==> config.mk <==
export PLATFORM = sky130hd
export DESIGN_NAME = ippl_io_port
export DESIGN_NICKNAME = d
export VERILOG_FILES = /design/src/ippl_pkg.sv /design/src/ippl_io_port.sv
export SDC_FILE = /design/constraint.sdc
export NUM_CORES = 1
export LEC_CHECK = 0
export BUFFER_PORTS_ARGS = -buffer_cell sky130_fd_sc_hd__buf_2
export CORE_ASPECT_RATIO = 1.25
export CORE_MARGIN = 8
export CORE_UTILIZATION = 40
export CTS_CLUSTER_DIAMETER = 100
export CTS_CLUSTER_SIZE = 16
export DETAILED_ROUTE_END_ITERATION = 10
export PLACE_DENSITY = 0.75
export SLEW_MARGIN = 25
export SYNTH_ARGS = -nofsm -noshare
export SYNTH_HDL_FRONTEND = slang
export SYNTH_SLANG_ARGS = --single-unit
==> constraint.sdc <==
create_clock -name pclk -period 2.53 [get_ports pclk]
set_input_delay 0.506 -clock pclk [delete_from_list [all_inputs] [get_ports pclk]]
set_output_delay 0.506 -clock pclk [all_outputs]
set_load 0.005 [all_outputs]
==> src/ippl_pkg.sv <==
package ippl_pkg;

	localparam int unsigned IPPL_WIDTH = 6;

	// Register byte offsets
	localparam logic [7:0] IPPL_POLARITY_OFS = 8'h00;
	localparam logic [7:0] IPPL_DIR_OFS      = 8'h04;
	localparam logic [7:0] IPPL_OUT_OFS      = 8'h08;
	localparam logic [7:0] IPPL_MOMO_OFS     = 8'h0c;
	localparam logic [7:0] IPPL_IN_OFS       = 8'h10;
	localparam logic [7:0] IPPL_TRIG_OFS     = 8'h14;
	localparam logic [7:0] IPPL_PINS_OFS     = 8'h18;

	// Must-on field sits above must-off field in the set/clear register
	localparam int unsigned IPPL_MOMO_ON_POS  = 8;
	localparam int unsigned IPPL_MOMO_OFF_POS = 0;

	// Reset values
	localparam logic [5:0] IPPL_POLARITY_RST = 6'h3f;
	localparam logic [5:0] IPPL_DIR_RST      = 6'h00;
	localparam logic [5:0] IPPL_OUT_RST      = 6'h00;

	typedef struct packed {
		logic [5:0] polarity;
		logic [5:0] dir;
		logic [5:0] out_logic;
		logic [5:0] pin_out;
		logic [5:0] io_s1;
		logic [5:0] io_s2;
		logic [5:0] trig_s1;
		logic [5:0] trig_s2;
		logic [5:0] trig_prev;
		logic [5:0] trig_latch;
		logic [31:0] prdata;
		logic        pready;
		logic        pslverr;
	} ippl_state_t;

endpackage

==> src/ippl_io_port.sv <==
`timescale 1ns/1ps

// How it works
// - Polarity bit set selects active low or open; reset sets all six.
// - Port line n and trigger line n both use polarity bit n.
// - Active-low line reads asserted when pin is low.
// - Active-high line reads asserted when pin is high.
// - Active-open opto line asserted when no current flows (input low).
// - Active-closed opto line asserted when current flows (input high).
// - Software reads and writes logical values, except the raw pin levels read at PINS; polarity mapping sits between.
// - Trigger-port transitions to active level set a latch held until read.
// - A latched bit reads asserted even after the line went inactive.
// - A line already active when latching begins is latched too.
// - Output writes to lines configured as input are ignored.
module ippl_io_port
	import ippl_pkg::*;
(
	// APB
	input  wire logic        pclk,
	input  wire logic        presetn,
	input  wire logic        psel,
	input  wire logic        penable,
	input  wire logic        pwrite,
	input  wire logic [7:0]  paddr,
	input  wire logic [31:0] pwdata,
	output logic      [31:0] prdata,
	output logic             pready,
	output logic             pslverr,
	// General-purpose port pins; opto inputs read high while current flows
	input  wire logic [5:0]  io_pin_in,
	output logic      [5:0]  io_pin_out,
	output logic      [5:0]  io_pin_oe,
	// Trigger-bus lines, input only
	input  wire logic [5:0]  trig_pin_in
);

	ippl_state_t st_reg;
	ippl_state_t st_next;

	// Pin level to logical value: inverted where the polarity bit is set
	function automatic logic [5:0] to_logic(input logic [5:0] lvl, input logic [5:0] pol);
		to_logic = lvl ^ pol;
	endfunction

	// Refused access: unknown offset, or a write to a read-only one
	function automatic logic bad_access(input logic [7:0] a, input logic wr);
		case (a)
			IPPL_POLARITY_OFS, IPPL_DIR_OFS, IPPL_OUT_OFS, IPPL_MOMO_OFS: bad_access = 1'b0;
			IPPL_IN_OFS, IPPL_TRIG_OFS, IPPL_PINS_OFS:                    bad_access = wr;
			default:                                                       bad_access = 1'b1;
		endcase
	endfunction

	logic [5:0] io_logic;
	logic [5:0] trig_logic;
	logic       wr_acc;
	logic       rd_acc;

	assign io_logic   = to_logic(st_reg.io_s2, st_reg.polarity);
	assign trig_logic = to_logic(st_reg.trig_s2, st_reg.polarity);
	assign wr_acc     = psel && penable && pwrite;
	assign rd_acc     = psel && penable && !pwrite;

	always_comb begin
		st_next = st_reg;
		st_next.io_s1   = io_pin_in;
		st_next.io_s2   = st_reg.io_s1;
		st_next.trig_s1 = trig_pin_in;
		st_next.trig_s2 = st_reg.trig_s1;
		st_next.trig_prev = trig_logic;
		st_next.pready  = 1'b0;
		st_next.pslverr = 1'b0;
		st_next.prdata  = 32'h0000_0000;
		// Latch every active logical level, so rising edges and a line already active are both caught
		st_next.trig_latch = st_reg.trig_latch | trig_logic;
		// Answer is prepared in the setup cycle so data and error stand with pready
		if (psel && !penable) begin
			st_next.pready  = 1'b1;
			st_next.pslverr = bad_access(paddr, pwrite);
			if (!pwrite) begin
				case (paddr)
					IPPL_POLARITY_OFS: st_next.prdata = {26'h0, st_reg.polarity};
					IPPL_DIR_OFS:      st_next.prdata = {26'h0, st_reg.dir};
					IPPL_OUT_OFS:      st_next.prdata = {26'h0, st_reg.out_logic};
					IPPL_MOMO_OFS:     st_next.prdata = 32'h0000_0000;
					IPPL_IN_OFS:       st_next.prdata = {26'h0, io_logic};
					IPPL_TRIG_OFS:     st_next.prdata = {26'h0, st_next.trig_latch};
					IPPL_PINS_OFS:     st_next.prdata = {26'h0, st_reg.io_s2};
					default:           st_next.prdata = 32'h0000_0000;
				endcase
			end
		end
		if (wr_acc && st_reg.pready) begin
			case (paddr)
				IPPL_POLARITY_OFS: st_next.polarity = pwdata[5:0];
				IPPL_DIR_OFS:      st_next.dir = pwdata[5:0];
				IPPL_OUT_OFS: begin
					st_next.out_logic = (st_reg.out_logic & ~st_reg.dir)
						| (pwdata[5:0] & st_reg.dir);
				end
				IPPL_MOMO_OFS: begin
					// Must-on wins when both bits are set
					st_next.out_logic = ((st_reg.out_logic
						& ~pwdata[IPPL_MOMO_OFF_POS +: 6])
						| pwdata[IPPL_MOMO_ON_POS +: 6])
						& st_reg.dir | (st_reg.out_logic & ~st_reg.dir);
				end
				// Read-only and unmapped offsets change nothing
				default: st_next.dir = st_reg.dir;
			endcase
		end
		// Reload at the access edge so a pulse during the access is kept
		if (rd_acc && st_reg.pready && (paddr == IPPL_TRIG_OFS)) begin
			st_next.trig_latch = trig_logic;
		end
		// Logical output to pin level through the line's own polarity
		st_next.pin_out = to_logic(st_next.out_logic, st_next.polarity);
	end

	always_ff @(posedge pclk or negedge presetn) begin
		if (!presetn) begin
			st_reg <= '0;
			st_reg.polarity  <= IPPL_POLARITY_RST;
			st_reg.dir       <= IPPL_DIR_RST;
			st_reg.out_logic <= IPPL_OUT_RST;
			st_reg.pin_out   <= IPPL_POLARITY_RST ^ IPPL_OUT_RST;
			// Trigger syncs start at the idle level so no false latch follows reset
			st_reg.trig_s1   <= IPPL_POLARITY_RST;
			st_reg.trig_s2   <= IPPL_POLARITY_RST;
		end else begin
			st_reg <= st_next;
		end
	end

	logic [5:0] oe_reg;
	always_ff @(posedge pclk or negedge presetn) begin
		if (!presetn) begin
			oe_reg <= 6'h00;
		end else begin
			oe_reg <= st_next.dir;
		end
	end

	assign prdata     = st_reg.prdata;
	assign pready     = st_reg.pready;
	assign pslverr    = st_reg.pslverr;
	assign io_pin_out = st_reg.pin_out;
	assign io_pin_oe  = oe_reg;
endmodule

# [Word-level counts from Yosys, hierarchy flattened]
# Index checks and enable logic that the tools add are counted.
[totals] in_bits=57 ff_bits=88 out_inout_bits=46 word_cells=53
[classes] reduce_logical=13 mux=9 n_bitwise=13 n_eq_ne=6
[op_table] op="case mux 6 bit (6 select lines)" n=1
[op_table] op="two-way mux 34 bit" n=1
[op_table] op="AND 6 bit" n=4
[op_table] op="== test 8 x 5 -> 1 bit, second input constant" n=3
[op_table] op="two-way mux 6 bit" n=4
[op_table] op="bitwise OR 6 bit" n=4
[op_table] op="two-way mux 18 bit" n=1
[op_table] op="XOR 6 bit" n=3
[op_table] op="== test 8 x 4 -> 1 bit, second input constant" n=2
[op_table] op="inverter 6 bit" n=2
[op_table] op="case mux 6 bit (2 select lines)" n=1
[op_table] op="== test 8 x 3 -> 1 bit, second input constant" n=1
[op_table] op="logical NOT 8 bit" n=1
[op_table] op="logical AND 1 bit" n=7
[op_table] op="OR reduction 4 bit" n=1
[op_table] op="OR reduction 3 bit" n=1
[op_table] op="logical NOT 1 bit" n=2
[op_table] op="case mux 1 bit (2 select lines)" n=1
[op_table] op="AND reduction 2 bit" n=1

# [Depth between registers and ports, before layout]
[depth] word_depth=8 ltp_mapped=7 depth_no_buf=5

# [Worst setup path before layout]
# OpenSTA, ideal clock, no wires.
[synth_timing] path_type="in2reg" start="in paddr[0]" end="reg st_reg[38] in the netlist's numbering" required_time_ns=2.406 arrival_time_ns=2.204 cell_stages=5 setup_slack_ns=0.202 setup_time_ns=0.124 path_cell_list="or4_4 or2_1 or4_1 clkbuf_1 a211o_1"
[synth_rtl] element="start: declaration" line_no="ippl_io_port.sv:24" text="input wire logic [7:0] paddr,"
[synth_rtl] element="end signal: assignment" line_no="ippl_io_port.sv:131" text="st_reg <= st_next;"
[synth_rtl] element="end: declaration" line_no="ippl_io_port.sv:37" text="ippl_state_t st_reg;"

==> tab_implementation.tex <==
\begin{tabular}{lr}
\hline
Metric & Value \\
\hline
\multicolumn{2}{l}{\textbf{Routing}} \\
\quad Remaining design rule violation count & 0 \\
\quad Wire per inst & 15.9 um \\
\quad Routed length on met2 & 3150 um \\
\quad Metal3 WL & 496 um \\
\quad Iteration-0 DRC count of the detailed router & 80 \\
\quad Number of iterations in the first detailed-routing pass & 4 \\
\quad Final Routed Wirelength & 6300 um \\
\quad Total via count after detailed routing & 1,888 \\
\quad Final antenna-violating net count & 0 \\
\quad Top Layer Used & met4 \\
\quad Ratio of routed vias to standard cells & 4.77 \\
\quad M1 wire length & 2510 um \\
\multicolumn{2}{l}{\textbf{STA}} \\
\quad Final setup vio count & 0 \\
\quad Final worst-path cycle share & 0.856 \\
\quad Clock Skew & 0.00645 ns \\
\quad Setup TNS & 0 ns \\
\quad Slew Viols, Final & 0 \\
\quad Unrepaired setup endpoints after global routing & false \\
\quad Fmax & 462 MHz \\
\quad Clock period minus worst slack & 2.17 ns \\
\quad Final hold violations & 0 \\
\multicolumn{2}{l}{\textbf{Clock tree}} \\
\quad Post-CTS setup repair buffer count & 0 \\
\quad Clock Root Buffer & clkbuf\_8 \\
\quad CTS tree & done \\
\quad Inserted Clock Buffers & 9 \\
\quad H-tree depth & 3 \\
\quad Cts hold-fix bufs & 0 \\
\quad Worst-case clock buffer depth & 2 \\
\quad Worst skew pair latency & 0.34 ns \\
\quad Clock sinks & 62 \\
\quad \# resized after CTS & 0 \\
\quad Clock transition time at the flip-flop clock pins of the worst setup and hold paths & 0.06 ns \\
\multicolumn{2}{l}{\textbf{Worst setup path}} \\
\quad Startpoint types & input pin \\
\quad Crit path capture type & register \\
\quad Critical path class & input pin to register \\
\quad Required time of the critical path & 2.75 ns \\
\quad Source of the worst register-to-register timing path & pready \\
\quad Largest fanout of any net on the critical path & 6 \\
\quad Reg-to-Reg End & st\_reg[38] \\
\quad Worst reg-to-reg path cell count & 3 \\
\quad Arrival time at the worst endpoint & 2.39 ns \\
\quad Flop2flop setup slack & 0.97 ns \\
\multicolumn{2}{l}{\textbf{Place}} \\
\quad DP Area & 0.00325 mm2 \\
\quad Number of input and output port buffers inserted & 56 \\
\quad Hpwl dp & 4750 um \\
\quad Placer Congestion & 0.844 \\
\multicolumn{2}{l}{\textbf{Floorplanning}} \\
\quad Std cell rows & 35 \\
\quad Die width & 94.3 um \\
\quad Core area & 0.00740 mm2 \\
\quad I/O Pins & 103 \\
\quad Area of the die & 0.0107 mm2 \\
\quad Effective utilization at floorplan & 0.414 \\
\quad Height of the die & 114 um \\
\multicolumn{2}{l}{\textbf{Synthesis}} \\
\quad Post-synthesis instance area & 0.00306 mm2 \\
\quad Part of the Yosys area used for sequential elements & 0.517 \\
\quad Synthesized instance count & 252 \\
\quad Number of synthesis warnings & 0 \\
\quad Distinct cell type count of the synthesized netlist & 43 \\
\quad Proportion of synthesized flip-flops having asynchronous set or reset & 1.00 \\
\quad Number of enable flip-flop cells after synthesis & 0 \\
\quad Post-synth top flop & dfrtp\_1 \\
\quad Mean Syn Cell Area & 12.1 um2 \\
\quad Number of storage elements in the synthesis netlist & 62 \\
\multicolumn{2}{l}{\textbf{Layout}} \\
\quad Area delta synth->final & 11.4\% \\
\quad Ratio of cells with drive above 1 in the final layout & 0.428 \\
\quad Number of antenna cells inserted & 0 \\
\quad Layout fillers & 694 \\
\quad Flip-flop count of the largest register after layout & 30 \\
\quad Post-layout instance area & 0.00341 mm2 \\
\quad Fin nets & 356 \\
\multicolumn{2}{l}{\textbf{Global route}} \\
\quad Via count of the first global-routing pass & 2,069 \\
\quad Maximum number of pins on one net before global-route repair & 63 \\
\quad Antenna violations before repair & 0 \\
\quad Wire length of the first global-routing pass & 10,400 um \\
\quad Total overflow reported by the global router & 0 \\
\quad All-Layer GR Usage & 0.126 \\
\multicolumn{2}{l}{\textbf{Hold path}} \\
\quad Type of the worst min-delay path & input pin to asynchronous set/reset pin \\
\multicolumn{2}{l}{\textbf{Outcome}} \\
\quad Result of the run & completed \\
\multicolumn{2}{l}{\textbf{Power}} \\
\quad Maximum vdd drop & 331 uV \\
\quad P per Cell Area & 552 mW/mm2 \\
\quad Leakage component of the power & 0.00163 uW \\
\multicolumn{2}{l}{\textbf{Run}} \\
\quad Number of maximum-capacitance constraint violations & 0 \\
\hline
\end{tabular}
## synthesized netlist by cell type, types with 2 or more instances
library cell	n	area (um2)
o22ai_1	2	12.5
o21ai_0	3	15.0
a21oi_1	5	25.0
a31oi_1	4	25.0
nor2_1	10	37.5
mux2_1	5	56.3
dfrtp_1	38	951
buf_2	2	10.0
nand2_1	8	30.0
a21o_1	7	52.6
o2111ai_2	6	90.1
clkbuf_1	6	22.5
dfstp_2	24	631
a221oi_1	4	35.0
nand3_1	9	45.0
nand2b_1	4	25.0
o2bb2ai_2	6	90.1
mux2i_1	10	100
inv_1	2	7.51
xor2_1	14	123
buf_4	44	330
nor2b_1	8	50.1
a211oi_1	2	15.0
mux2_2	10	113
## cells in the final DEF (no fill, tap or decap), drive strengths merged, types with 2 or more instances in the layout
cell and n:
o2111ai 6, a221oi 4, o2bb2ai 6, clkbuf 11, nand2b 4, or4 2, mux2 15, xor2 14
clkinv 4, a21o 7, mux2i 10, nor2b 8, nand3 10, conb 26, a211oi 2, dfrtp 38
nor2 10, a31oi 4, o22ai 2, nand2 8, buf 66, inv 2, o21ai 3, dfstp 24
a21oi 5
## worst max path at each step
stage,start,to,slack (ns),cells after the start
6_report,paddr[0],st_reg[38],0.36,5
5_1_grt,paddr[0],st_reg[38],0.33,5
4_1_cts,paddr[0],st_reg[38],0.38,5
3_5_place_dp,paddr[0],st_reg[38],0.01,5
3_3_place_gp,paddr[0],st_reg[38],0.03,5
2_1_floorplan,paddr[0],st_reg[38],0.20,5
## routing by layer
| layer | global-route usage | vias up |
|---|---|---|
| met2 | 0.199 | 68 |
| met1 | 0.142 | 912 |
| met4 | 0.0742 | 0 |
| li1 | - | 896 |
| met3 | 0.0427 | 12 |
| met5 | 0 | - |
## area by class of cell
| type | count | area [um2] | share of cell area |
|---|---|---|---|
| Multi-Input combinational cell | 158 | 1180 | 0.346 |
| Timing Repair Buffer | 66 | 368 | 0.108 |
| Clock buffer | 11 | 131 | 0.0385 |
| Tap cell | 92 | 115 | 0.0337 |
| Sequential cell | 62 | 1580 | 0.464 |
| Clock inverter | 5 | 27.5 | 0.00807 |
| Inverter | 2 | 7.51 | 0.00220 |
## metrics by stage
stage               instances  utilization  setup slack, ns  hold slack (ns)  total power, uW
global route              396        0.461            0.332            0.168             1980
floorplan                 277            -            0.202            0.210             1140
detailed placement        380        0.439           0.0104            0.335             1190
finish                    396        0.461            0.364            0.163             1880
global placement          380        0.439           0.0340            0.336             1180
CTS                       396        0.461            0.381            0.158             1910
## cell families after synthesis
| logic type | share of synthesized area |
|---|---|
| AO/OA/AOI/OAI | 0.131 |
| XOR/XNOR | 0.0429 |
| buffers and inverters | 0.129 |
| flip-flops | 0.517 |
| multiplexers | 0.0879 |
| other | 0.00122 |
| AND/OR/NAND/NOR | 0.0920 |
## power by group
part / internal (uW) / leakage (uW) / total, uW / switching (uW)
Clock: 348 / 0.0000829 / 710 / 362
Sequential: 1020 / 0.000720 / 1030 / 10.7
Combinational: 54.1 / 0.000831 / 137 / 83.1
## worst max-delay path: stages
cell	delay, ns
buf_2	0.09
or4_4	0.54
or2_1	0.25
or4_1	0.65
a211o_1	0.35
No activity file was read; power rests on OpenSTA's default activity.
